File: config.mk
export PLATFORM = sky130hd
export DESIGN_NAME = scde_engine
export DESIGN_NICKNAME = d
export VERILOG_FILES = /design/src/hdl/scde_pkg.sv /design/src/hdl/scde_engine.sv
export SDC_FILE = /design/constraint.sdc
export NUM_CORES = 2
export LEC_CHECK = 0
export BUFFER_PORTS_ARGS = -buffer_cell sky130_fd_sc_hd__buf_2
export CORE_MARGIN = 4
export CORE_UTILIZATION = 45
export CTS_BUF_LIST = sky130_fd_sc_hd__clkbuf_8 sky130_fd_sc_hd__clkbuf_16
export DETAILED_ROUTE_END_ITERATION = 6
export HOLD_SLACK_MARGIN = 0.03
export PLACE_DENSITY_LB_ADDON = 0.3
export SETUP_SLACK_MARGIN = 0.05
export SLEW_MARGIN = 15
export SYNTH_ARGS = -nofsm -noshare
export SYNTH_HDL_FRONTEND = slang
export SYNTH_SLANG_ARGS = --single-unit
export TNS_END_PERCENT = 20
File: constraint.sdc
create_clock -name CLK -period 5.7 [get_ports CLK]
set_input_delay 1.14 -clock CLK [delete_from_list [all_inputs] [get_ports CLK]]
set_output_delay 1.14 -clock CLK [all_outputs]
set_load 0.05 [all_outputs]
File: src/hdl/scde_pkg.sv
package scde_pkg;

  // channel count and data path widths
  localparam int          NCH      = 6;
  localparam int          AW       = 16;
  localparam int          DW       = 16;
  localparam int          NEV      = 7;
  // one reload set for all channels; 1'b1 gives each channel its own
  localparam bit          PER_CH_RELOAD = 1'b0;
  // write addresses below this decode as on-chip, everything else external; reads are always flagged on-chip
  localparam logic [15:0] ONCHIP_TOP    = 16'h8000;

  // register pages: adr[7:5] selects the page, adr[4:2] the register
  localparam logic [2:0]  PAGE_GLOBAL = 3'h6;
  localparam logic [2:0]  PAGE_CTRL   = 3'h7;
  localparam logic [2:0]  REG_SRC     = 3'h0;
  localparam logic [2:0]  REG_DST     = 3'h1;
  localparam logic [2:0]  REG_ECNT    = 3'h2;
  localparam logic [2:0]  REG_FCNT    = 3'h3;
  localparam logic [2:0]  REG_MODE    = 3'h4;
  localparam logic [2:0]  REG_ESIZE   = 3'h5;
  localparam logic [2:0]  G_SRC       = 3'h0;
  localparam logic [2:0]  G_DST       = 3'h1;
  localparam logic [2:0]  G_CNT       = 3'h2;
  localparam logic [2:0]  G_FRM       = 3'h3;
  localparam logic [2:0]  G_ESTEP     = 3'h4;
  localparam logic [2:0]  G_FSTEP     = 3'h5;
  localparam logic [2:0]  C_ENABLE    = 3'h0;
  localparam logic [2:0]  C_RSEL      = 3'h1;
  localparam logic [2:0]  C_STATUS    = 3'h2;

  // values after reset
  localparam logic [15:0] MODE_RST    = 16'h0000;
  localparam logic [7:0]  FRAME_RST   = 8'h00;
  localparam logic [15:0] WORD_RST    = 16'h0000;

  // address adjust codes
  localparam logic [1:0]  ADJ_HOLD = 2'h0;
  localparam logic [1:0]  ADJ_INC  = 2'h1;
  localparam logic [1:0]  ADJ_DEC  = 2'h2;
  localparam logic [1:0]  ADJ_IDX  = 2'h3;

  // channel mode control word
  typedef struct packed {
    logic [3:0] rsvd;
    logic [1:0] dst_adj;
    logic [1:0] src_adj;
    logic       dword;
    logic       interrupt_mode_bit;
    logic       interrupt_enable_bit;
    logic       auto_reload_flag;
    logic       hipri;
    logic [2:0] sync;
  } scde_mode_s;

  // memory request toward on-chip and external memory
  typedef struct packed {
    logic          rd;
    logic          wr;
    logic          ext;
    logic [AW-1:0] addr;
    logic [DW-1:0] wdat;
  } scde_mem_s;

  // five states per 16-bit transfer after the grant
  typedef enum logic [2:0] {
    ST_IDLE, ST_RD, ST_WAIT, ST_CAP, ST_WR, ST_UPD
  } scde_state_e;

endpackage : scde_pkg

File: src/hdl/scde_engine.sv
// Our own choices: the Wishbone register port and the placing of the registers.
`timescale 1ns/1ps

module scde_engine (
  input  wire logic                     CLK,
  input  wire logic                     ARST_N,
  input  wire logic                     WB_CYC_I,
  input  wire logic                     WB_STB_I,
  input  wire logic                     WB_WE_I,
  input  wire logic [7:0]               WB_ADR_I,
  input  wire logic [3:0]               WB_SEL_I,
  input  wire logic [31:0]              WB_DAT_I,
  output logic      [31:0]              WB_DAT_O,
  output logic                          WB_ACK_O,
  input  wire logic [scde_pkg::NEV-1:0] EVENT,
  input  wire logic [15:0]              MEM_RDAT,
  output scde_pkg::scde_mem_s           MEM_O,
  input  wire logic                     CPU_REQ,
  output logic                          CPU_GNT,
  output logic [scde_pkg::NCH-1:0]      IRQ
);

  localparam int N = scde_pkg::NCH;

  // channel context
  logic [15:0]         source_pointer      [N];
  logic [15:0]         destination_pointer [N];
  logic [15:0]         element_counter     [N];
  logic [15:0]         element_size        [N]; // frame length, reused
  logic [7:0]          frame_counter       [N];
  scde_pkg::scde_mode_s channel_mode_control [N];
  logic [N-1:0]        enable;
  logic [N-1:0]        pend;
  // reload sets: only index 0 is used in the shared variant
  logic [15:0]         global_source_reload      [N];
  logic [15:0]         global_destination_reload [N];
  logic [15:0]         global_count_reload       [N];
  logic [7:0]          global_frame_reload       [N];
  logic [15:0]         element_step_0;
  logic [15:0]         frame_step_0;
  logic [2:0]          rsel;            // reload set seen by the bus
  // engine state
  scde_pkg::scde_state_e st;
  logic [2:0]          act;             // channel being served
  logic [2:0]          last_lo;         // round robin pointers
  logic [2:0]          last_hi;
  logic                half;            // second word of a double word
  logic [15:0]         data;            // word between read and write
  // bus decode
  logic                wb_req;
  logic                wr_en;
  logic [2:0]          pg;
  logic [2:0]          rg;
  logic [15:0]         wd;
  logic [31:0]         rd_val;
  // arbitration
  logic [N-1:0]        ready;
  logic [N-1:0]        rdy_hi;
  logic [3:0]          pick_hi;
  logic [3:0]          pick_lo;
  logic [2:0]          rs;              // reload set of active channel
  logic                elast;           // last element of the frame
  logic                flast;           // last frame of the block
  logic                xlast;           // last 16-bit transfer of frame
  logic                count_now;       // element done this update

  // rotating search from the one after last served
  function automatic logic [3:0] pick(input logic [N-1:0] req,
                                      input logic [2:0]   last);
    logic [3:0] res;
    logic [2:0] j;
    res = 4'h0;
    j   = last;
    for (int i = 0; i < N; i++)
    begin
      j = (j == 3'(N - 1)) ? 3'h0 : 3'(j + 3'h1);
      if (!res[3] && req[j])
      begin
        res = {1'b1, j};
      end
    end
    return res;
  endfunction : pick

  // post-transfer address adjustment, shared by source and destination
  function automatic logic [15:0] adjust(input logic [15:0] a,
                                         input logic [1:0]  how,
                                         input logic        fr_end,
                                         input logic [15:0] es,
                                         input logic [15:0] fs);
    logic [15:0] r;
    case (how)
      scde_pkg::ADJ_INC: r = 16'(a + 16'h0001);
      scde_pkg::ADJ_DEC: r = 16'(a - 16'h0001);
      scde_pkg::ADJ_IDX: r = 16'(a + (fr_end ? fs : es));
      default:           r = a;
    endcase
    return r;
  endfunction : adjust

  // address decode of the bus request
  assign wb_req = WB_CYC_I && WB_STB_I && !WB_ACK_O;
  // writes land at the edge where the master samples ack high
  assign wr_en  = WB_CYC_I && WB_STB_I && WB_ACK_O && WB_WE_I &&
                  WB_SEL_I[0] && WB_SEL_I[1];
  assign pg     = WB_ADR_I[7:5];
  assign rg     = WB_ADR_I[4:2];
  assign wd     = WB_DAT_I[15:0];

  // channel ready: enabled and either free running or event seen
  always_comb
  begin
    for (int c = 0; c < N; c++)
    begin
      ready[c]  = enable[c] &&
                  (channel_mode_control[c].sync == 3'h0 || pend[c]);
      rdy_hi[c] = ready[c] && channel_mode_control[c].hipri;
    end
  end

  assign pick_hi = pick(rdy_hi, last_hi);
  assign pick_lo = pick(ready, last_lo);
  assign rs      = scde_pkg::PER_CH_RELOAD ? act : 3'h0;
  assign elast   = element_counter[act] == 16'h0000;
  assign flast   = frame_counter[act] == 8'h00;
  assign xlast   = elast && (!channel_mode_control[act].dword || half);
  assign count_now = !channel_mode_control[act].dword || half;

  // bus answer: one wait state, ack for one cycle, unmapped reads zero
  always_ff @(posedge CLK or negedge ARST_N)
  begin
    if (!ARST_N)
    begin
      WB_ACK_O <= 1'b0;
      WB_DAT_O <= 32'h00000000;
    end
    else
    begin
      WB_ACK_O <= wb_req;
      WB_DAT_O <= wb_req ? rd_val : 32'h00000000;
    end
  end

  // read multiplexer
  always_comb
  begin
    rd_val = 32'h00000000;
    if (pg < 3'(N))
    begin
      case (rg)
        scde_pkg::REG_SRC:   rd_val[15:0] = source_pointer[pg];
        scde_pkg::REG_DST:   rd_val[15:0] = destination_pointer[pg];
        scde_pkg::REG_ECNT:  rd_val[15:0] = element_counter[pg];
        scde_pkg::REG_FCNT:  rd_val[7:0]  = frame_counter[pg];
        scde_pkg::REG_MODE:  rd_val[15:0] = channel_mode_control[pg];
        scde_pkg::REG_ESIZE: rd_val[15:0] = element_size[pg];
        default:             rd_val = 32'h00000000;
      endcase
    end
    else if (pg == scde_pkg::PAGE_GLOBAL)
    begin
      case (rg)
        scde_pkg::G_SRC:   rd_val[15:0] = global_source_reload[rsel];
        scde_pkg::G_DST:   rd_val[15:0] =
                             global_destination_reload[rsel];
        scde_pkg::G_CNT:   rd_val[15:0] = global_count_reload[rsel];
        scde_pkg::G_FRM:   rd_val[7:0]  = global_frame_reload[rsel];
        scde_pkg::G_ESTEP: rd_val[15:0] = element_step_0;
        scde_pkg::G_FSTEP: rd_val[15:0] = frame_step_0;
        default:           rd_val = 32'h00000000;
      endcase
    end
    else
    begin
      case (rg)
        scde_pkg::C_ENABLE: rd_val[N-1:0] = enable;
        scde_pkg::C_RSEL:   rd_val[2:0]   = rsel;
        scde_pkg::C_STATUS: rd_val[15:0]  =
          {4'h0, 1'(st != scde_pkg::ST_IDLE), act, 2'h0, pend};
        default:            rd_val = 32'h00000000;
      endcase
    end
  end

  // reload registers and steps: written only by software, kept forever
  always_ff @(posedge CLK or negedge ARST_N)
  begin
    if (!ARST_N)
    begin
      for (int c = 0; c < N; c++)
      begin
        global_source_reload[c]      <= scde_pkg::WORD_RST;
        global_destination_reload[c] <= scde_pkg::WORD_RST;
        global_count_reload[c]       <= scde_pkg::WORD_RST;
        global_frame_reload[c]       <= scde_pkg::FRAME_RST;
      end
      element_step_0 <= scde_pkg::WORD_RST;
      frame_step_0   <= scde_pkg::WORD_RST;
      rsel           <= 3'h0;
    end
    else if (wr_en && pg == scde_pkg::PAGE_GLOBAL)
    begin
      case (rg)
        scde_pkg::G_SRC:   global_source_reload[rsel]      <= wd;
        scde_pkg::G_DST:   global_destination_reload[rsel] <= wd;
        scde_pkg::G_CNT:   global_count_reload[rsel]       <= wd;
        scde_pkg::G_FRM:   global_frame_reload[rsel]       <= wd[7:0];
        scde_pkg::G_ESTEP: element_step_0                  <= wd;
        scde_pkg::G_FSTEP: frame_step_0                    <= wd;
        default:           ;
      endcase
    end
    else if (wr_en && pg == scde_pkg::PAGE_CTRL && rg == scde_pkg::C_RSEL)
    begin
      // reload set pointer, only meaningful in the per-channel variant
      rsel <= (scde_pkg::PER_CH_RELOAD && wd[2:0] < 3'(N)) ?
              wd[2:0] : 3'h0;
    end
  end

  // transfer sequencer: five cycles per 16-bit move
  always_ff @(posedge CLK or negedge ARST_N)
  begin
    if (!ARST_N)
    begin
      st      <= scde_pkg::ST_IDLE;
      act     <= 3'h0;
      last_lo <= 3'(N - 1);
      last_hi <= 3'(N - 1);
      half    <= 1'b0;
    end
    else
    begin
      case (st)
        scde_pkg::ST_IDLE:
        begin
          // high level first, then round robin within level
          if (pick_hi[3])
          begin
            act     <= pick_hi[2:0];
            last_hi <= pick_hi[2:0];
            st      <= scde_pkg::ST_RD;
          end
          else if (pick_lo[3])
          begin
            act     <= pick_lo[2:0];
            last_lo <= pick_lo[2:0];
            st      <= scde_pkg::ST_RD;
          end
          half <= 1'b0;
        end
        scde_pkg::ST_RD:   st <= scde_pkg::ST_WAIT;
        scde_pkg::ST_WAIT: st <= scde_pkg::ST_CAP;
        scde_pkg::ST_CAP:  st <= scde_pkg::ST_WR;
        scde_pkg::ST_WR:   st <= scde_pkg::ST_UPD;
        scde_pkg::ST_UPD:
        begin
          // second half of a double word follows without arbitration
          if (channel_mode_control[act].dword && !half)
          begin
            half <= 1'b1;
            st   <= scde_pkg::ST_RD;
          end
          else
          begin
            half <= 1'b0;
            st   <= scde_pkg::ST_IDLE;
          end
        end
        default: st <= scde_pkg::ST_IDLE;
      endcase
    end
  end

  // data latch between read and write
  always_ff @(posedge CLK or negedge ARST_N)
  begin
    if (!ARST_N)
    begin
      data <= scde_pkg::WORD_RST;
    end
    else if (st == scde_pkg::ST_CAP)
    begin
      data <= MEM_RDAT;
    end
  end

  // memory request outputs; decode uses address only
  always_ff @(posedge CLK or negedge ARST_N)
  begin
    if (!ARST_N)
    begin
      MEM_O <= '0;
    end
    else
    begin
      MEM_O.rd <= st == scde_pkg::ST_IDLE && (pick_hi[3] || pick_lo[3]) ||
                  st == scde_pkg::ST_UPD &&
                  channel_mode_control[act].dword && !half;
      MEM_O.wr <= st == scde_pkg::ST_CAP;
      if (st == scde_pkg::ST_CAP)
      begin
        MEM_O.addr <= destination_pointer[act];
        MEM_O.ext  <= destination_pointer[act] >= scde_pkg::ONCHIP_TOP;
        MEM_O.wdat <= MEM_RDAT;
      end
      else if (st == scde_pkg::ST_IDLE || st == scde_pkg::ST_UPD)
      begin
        MEM_O.addr <= pick_hi[3] || st == scde_pkg::ST_UPD ?
                      source_pointer[st == scde_pkg::ST_UPD ?
                                     act : pick_hi[2:0]] :
                      source_pointer[pick_lo[2:0]];
        MEM_O.ext  <= 1'b0;
      end
    end
  end

  // CPU gets memory only when the engine neither runs nor wants to
  always_ff @(posedge CLK or negedge ARST_N)
  begin
    if (!ARST_N)
    begin
      CPU_GNT <= 1'b0;
    end
    else
    begin
      CPU_GNT <= CPU_REQ && st == scde_pkg::ST_IDLE && ready == '0;
    end
  end

  // interrupt pulses at frame and block end
  always_ff @(posedge CLK or negedge ARST_N)
  begin
    if (!ARST_N)
    begin
      IRQ <= '0;
    end
    else
    begin
      IRQ <= '0;
      if (st == scde_pkg::ST_UPD && count_now && elast &&
          channel_mode_control[act].interrupt_enable_bit &&
          (flast || channel_mode_control[act].interrupt_mode_bit))
      begin
        IRQ[act] <= 1'b1;
      end
    end
  end

  // pending events: a new event beats the clear at grant
  always_ff @(posedge CLK or negedge ARST_N)
  begin
    if (!ARST_N)
    begin
      pend <= '0;
    end
    else
    begin
      for (int c = 0; c < N; c++)
      begin
        if (channel_mode_control[c].sync != 3'h0 &&
            EVENT[channel_mode_control[c].sync - 3'h1])
        begin
          pend[c] <= 1'b1;
        end
        else if (st == scde_pkg::ST_IDLE && ready[c] &&
                 (pick_hi[3] ? pick_hi[2:0] : pick_lo[2:0]) == 3'(c))
        begin
          pend[c] <= 1'b0;
        end
      end
    end
  end

  // channel contexts: engine updates, then software writes win
  always_ff @(posedge CLK or negedge ARST_N)
  begin
    if (!ARST_N)
    begin
      for (int c = 0; c < N; c++)
      begin
        source_pointer[c]       <= scde_pkg::WORD_RST;
        destination_pointer[c]  <= scde_pkg::WORD_RST;
        element_counter[c]      <= scde_pkg::WORD_RST;
        element_size[c]         <= scde_pkg::WORD_RST;
        frame_counter[c]        <= scde_pkg::FRAME_RST;
        channel_mode_control[c] <= scde_pkg::MODE_RST;
      end
      enable <= '0;
    end
    else
    begin
      // source moves after each read
      if (st == scde_pkg::ST_CAP)
      begin
        source_pointer[act] <= adjust(source_pointer[act],
          channel_mode_control[act].src_adj, xlast,
          element_step_0, frame_step_0);
      end
      // destination moves after each write, counters after element
      if (st == scde_pkg::ST_UPD)
      begin
        destination_pointer[act] <= adjust(destination_pointer[act],
          channel_mode_control[act].dst_adj, xlast,
          element_step_0, frame_step_0);
        if (count_now && !elast)
        begin
          element_counter[act] <= 16'(element_counter[act] - 16'h1);
        end
        else if (count_now && !flast)
        begin
          frame_counter[act]   <= 8'(frame_counter[act] - 8'h01);
          element_counter[act] <= element_size[act];
        end
        else if (count_now && channel_mode_control[act].auto_reload_flag)
        begin
          source_pointer[act]      <= global_source_reload[rs];
          destination_pointer[act] <= global_destination_reload[rs];
          element_counter[act]     <= global_count_reload[rs];
          element_size[act]        <= global_count_reload[rs];
          frame_counter[act]       <= global_frame_reload[rs];
        end
        else if (count_now)
        begin
          enable[act] <= 1'b0;
        end
      end
      // software writes
      if (wr_en && pg < 3'(N))
      begin
        case (rg)
          scde_pkg::REG_SRC:   source_pointer[pg]      <= wd;
          scde_pkg::REG_DST:   destination_pointer[pg] <= wd;
          scde_pkg::REG_ECNT:
          begin
            element_counter[pg] <= wd;
            element_size[pg]    <= wd;
          end
          scde_pkg::REG_FCNT:  frame_counter[pg]       <= wd[7:0];
          scde_pkg::REG_MODE:  channel_mode_control[pg] <= wd;
          scde_pkg::REG_ESIZE: element_size[pg]        <= wd;
          default:             ;
        endcase
      end
      else if (wr_en && pg == scde_pkg::PAGE_CTRL &&
               rg == scde_pkg::C_ENABLE)
      begin
        enable <= wd[N-1:0];
      end
    end
  end

endmodule : scde_engine

# After elaboration in Yosys (flattened, before gate mapping)
# Cells that the tools add are included.
word_totals:
  in_bits: 73
  output_inout_bits: 75
  ff_bits: 716
  word_cells: 548
classes:
  mux: 207
  order_cmp: 28
  addsub: 26
  n_eq_ne: 36
  bitwise: 7
  reduce_logical: 133
op_table:
  columns: ["operator", "n"]
  rows:
  - ["$mux 96", 25]
  - ["$bwmux 96", 13]
  - ["$bmux 16 s3", 12]
  - ["$mux 16", 30]
  - ["$mux 48", 6]
  - ["$bwmux 48", 3]
  - ["$demux 16 s3", 2]
  - ["$pmux 16 s3", 2]
  - ["$pmux 8 s6", 2]
  - ["$pmux 8 s5", 2]
  - ["$lt 3x4->1 const B", 19]
  - ["$logic_and 1x1->1", 67]
  - ["$eq 3x3->1 const B", 20]
  - ["$bmux 1 s3", 18]
  - ["$mux 3", 18]
  - ["$mux 6", 9]
  - ["$bmux 8 s3", 2]
  - ["$demux 8 s3", 2]
  - ["$mux 4", 12]
  - ["$mux 8", 6]
  - ["$sub 16x1->16 const B", 3]
  - ["$add 3x1->3 const B", 12]
  - ["$mux 17", 2]
  - ["$mux 1", 33]
  - ["35 further kinds", 117]

# Depth between registers and ports, before layout
depth:
  ltp_word: 30
  ltp_mapped: 30
  depth_no_buf: 24

# Worst setup path before layout
# Ideal clock, no wire load.
synth_path:
  kind: "register -> register"
  from: "register act[1]"
  to: "register source_pointer[94] (netlist bit)"
  setup_ps: 144
  arrival_ps: 5792
  required_ps: 5556
  period_less_slack_ps: 5935
  path_stages_with_launch: 30
  path_slack_ps: -235
  path_buffers: 7
  cell_sequence: "dfrtp_1 buf_2 buf_6 buf_6 buf_6 buf_4 nor3_1 clkbuf_1 a221oi_1 ha_1 o2111ai_1 nor2_1 nand2_1 clkbuf_1 mux2i_1 nand3_1 ha_1 inv_1 fa_1 nor2b_1 o21ai_0 a21boi_0 o21ai_0 a21boi_0 o21a_1 o2111a_1 o311ai_0 a2111oi_0 nor3b_1 a31oi_1"
synth_via:
  elab_chain_cells: 21
  word_cells_on_any_way: 47
  classes_between: "3 x add/sub; 2 x order compare; 3 x eq/ne; 27 x mux; 1 x bitwise; 11 x reduce/logical"
synth_rtl:
  columns: ["item", "line_no", "text"]
  rows:
  - ["start, declared", "scde_engine.sv:44", "logic [2:0] act;"]
  - ["start signal, assigned", "scde_engine.sv:240", "act <= pick_hi[2:0];"]
  - ["start signal, assigned", "scde_engine.sv:246", "act <= pick_lo[2:0];"]
  - ["$not 3->4 (implied by the code) *", null, null]
  - ["parallel branches: the longest is 16 deep, another holds $add 16x16->16", null, null]
  - ["$mux 96 *", "scde_engine.sv:401", "if (st == scde_pkg::ST_UPD)"]
  - ["$bwmux 96", "scde_engine.sv:432", "scde_pkg::REG_SRC: source_pointer[pg] <= wd;"]
  - ["$mux 96", "scde_engine.sv:431", "case (rg)"]
  - ["$mux 96 *", "scde_engine.sv:429", "if (wr_en && pg < 3'(N))"]
  - ["end signal, assigned by index", "scde_engine.sv:396", "source_pointer[act] <= adjust(source_pointer[act],"]
  - ["end signal, assigned by index", "scde_engine.sv:417", "source_pointer[act] <= global_source_reload[rs];"]
  - ["end signal, assigned by index", "scde_engine.sv:432", null]
  - ["end, declared", "scde_engine.sv:26", "logic [15:0] source_pointer [N];"]
# Mark *: on every way between the ends. The select of a mux whose other input is x is not followed.
# A chain may end at the register's enable or synchronous reset.

# Final worst setup path
# Same ends and word-level chain as after synthesis.

==> metrics.txt <==
Pre-Repair DR Iteration Count 7; Total Routing Usage GR 0.403; CORE AREA about 0.10 mm^2; vias in the first global route 47000; residual DRC count 0; hold depth 2; # port buffers ~110; final WL 234000 um; Switching Fraction 0.473; Pwr Total roughly 0.03 W; status finished, final reports clean; PwrDens 558 mW/mm^2; critical path fanouts, max 9; Post-Syn Area per Cell about 8.6 um^2; R2R Path End source_pointer[94]; Tmin final 5.60 ns; worst hold path startpoint MEM_O[8]; crit-path max cell delay ~0.48 ns; Fin Clk Skew about 0.035 ns; DRT iter0 DRCs approximately 8100; Setup TNS 0 ns; Bufs and invs on worst path 9; Syn Inst Count 5516; area of the die roughly 0.11 mm^2; Max-slew headroom 0.154; RR Startpoint act[1]; Clock Sinks 700; H-tree depth 3; pin count of the biggest net entering global routing 128; Hold WC Path Type reg2reg; Die X-Extent around 330 um; Pint about 0.016 W; sequential share of the synthesized area 0.370; initial antenna violation count 16; Synth cell types 119; Req. time, crit path between 6 and 7 ns; CTS Buf Count 86; Combinational Power Share 0.558; grt total ovfl 0; CP Depth 27; crit end category register; area grow syn2layout 14.7%; Final Hold Vio Count 0; critical path class reg2reg; Worst-Margin Slew approximately 1.3 ns; initial core utilization 0.456; RSZ-0062 raised after global routing true; CP delay by family, top compound AO/OA/AOI/OAI gates; Clk pin slew, worst setup/hold paths roughly 0.06 ns; Filler Cell Count just under 10000; Peak VDD IR around 0.48 mV; Min-Delay Endpoint MEM_O[8]; commonest non-fill, non-tap cell in the layout dfrtp_1; clk root buf clkbuf_16; Skew-Pair Late Insertion Delay roughly 0.70 ns; DR vias/cell just over 7; routability cong. 1.07; achievable frequency about 180 MHz; crit share post-route 0.982; CTS Hold Buffers Added 0; Reg area between 0.015 and 0.02 mm^2; share of cells above drive strength 1 0.194; top-level port count roughly 150; Setup violations, final 0; Worst R2R Setup Slack 0.10 ns; Main synth FF type dfrtp_1; slowest CP cell dfrtp_4; Post-Syn Area ~0.047 mm^2; FP Rows approximately 120; multi-input logic area 0.0278 mm^2; Post-synth ARST share 1.00; antenna-violating nets left 0; most frequent CP cell buf_4; total of max-cap violations 0; FF-to-FF path depth 27; Pleak around 22 nW; CTS tree done; Clk network pwr share 0.198; Warnings, synthesis 0; Worst EP arrival ~6.1 ns; Seq pwr share 0.244; first-pass GRT wire length ~330000 um; DP Wirelength 157000 um; average routed wire per standard cell about 33 um; CTS max path bufs 3; switching power ~0.014 W; die height 332 um; Yosys reg bits 700; most frequent cells in the layout dfrtp_1, nand2_1, nor2_1; max-slew violations 0; final core occ 0.523; nets around 5700; number of synthesized flops with an enable pin 0; Via Count between 50000 and 60000; startpoint types register
## sequential cells by signal, summed over array words and instances, names as in the netlist, 35 cells and up
register,cells
MEM_O,35
destination_pointer,96
channel_mode_control,96
frame_counter,48
element_counter,96
element_size,96
source_pointer,96
## what timing repair did
action	CTS	global route
resized for setup	13	71
pin swaps	2	27
cloned	0	1
endpoints found under the hold margin	0	0
setup endpoints to repair	48	116
setup buffers	1	11
## kinds of logic after synthesis
logic type | synth area share
compound gates | 0.296
simple gates | 0.144
flops | 0.370
buf+inv | 0.0537
mux | 0.114
fa+ha+maj | 0.0162
xor+xnor | 0.00703
other cells | 0.0000792
## tightest hold or removal path, delay by kind of cell (launching register included)
kind / cells / cell delay (ns)
flip-flops: 1 / 0.33
AND/OR/NAND/NOR: 2 / 0.11
## worst max path at each step
| stage | slack (ns) | from | endpoint |
|---|---|---|---|
| floorplan | 0.11 | act[1] | source_pointer[94] |
| global placement | -0.32 | act[2] | source_pointer[94] |
| detailed placement | -0.31 | act[2] | source_pointer[94] |
| CTS | 0.03 | act[1] | destination_pointer[79] |
| global route | 0.03 | act[2] | source_pointer[94] |
| finish | 0.10 | act[1] | source_pointer[94] |
## per-layer routing
metal | part of all wire | track usage | up-vias
li1 | - | - | 20800
met3 | 0.15 | 0.166 | 1214
met4 | 0.085 | 0.257 | 14
met1 | 0.36 | 0.502 | 24100
met2 | 0.40 | 0.576 | 4203
met5 | 0.00039 | 0.00128 | -
## final cells by class
type,count,share of cell area
antenna,9,0.000414
timing repair buffer,508,0.0727
clock inverter,46,0.00933
multi-input combinational,4239,0.512
tap,1380,0.0318
clock buffer,112,0.0470
inverter,58,0.00408
sequential,700,0.323
## per-stage QoR
stage | std cells | cell area (um^2) | hold slack (ns) | worst slack (ns)
after CTS | 7030 | 53900 | 0.471 | 0.0327
after global placement | 6871 | 50800 | 0.456 | -0.323
after floorplan | 5531 | 47400 | 0.480 | 0.108
final | 7052 | 54300 | 0.468 | 0.102
after global routing | 7043 | 54300 | 0.483 | 0.0255
after detailed placement | 6871 | 50800 | 0.458 | -0.309
## cell usage after synthesis (all sizes together) (16+ instances only)
library cell  number  share of area
o21a              49         0.0078
nand2            611          0.048
buf              146          0.018
or3               32         0.0042
mux2             262          0.063
nor2             517          0.041
a21oi            429          0.046
clkbuf           388          0.031
and2              28         0.0037
a22oi            483          0.077
nand3            113          0.012
a22o              25         0.0046
o31ai             34         0.0054
a221oi            50         0.0094
inv               55         0.0044
dfrtp            696           0.37
o22a              32         0.0059
ha                58          0.015
nor3              50         0.0059
nor4              24         0.0049
o211ai            65          0.010
o21ai            451          0.048
a211oi            86          0.014
xor2              18         0.0033
mux2i            208          0.044
xnor2             20         0.0037
nor2b             40         0.0053
o311a             19         0.0040
a21o              26         0.0041
nand2b            19         0.0027
a31oi            104          0.015
o22ai             79          0.011
a2bb2oi           16         0.0030
and3              37         0.0049
## power groups by stage
stage          Combinational [W]  Sequential [W]  Clock, W
3_5_place_dp              0.0156         0.00738         0
3_3_place_gp              0.0155         0.00735         0
4_1_cts                   0.0157         0.00730   0.00602
6_report                  0.0169         0.00740   0.00601
5_1_grt                   0.0176         0.00748   0.00622
2_1_floorplan            0.00980         0.00730         0
Note: power is estimated with default switching activity, not from simulation.
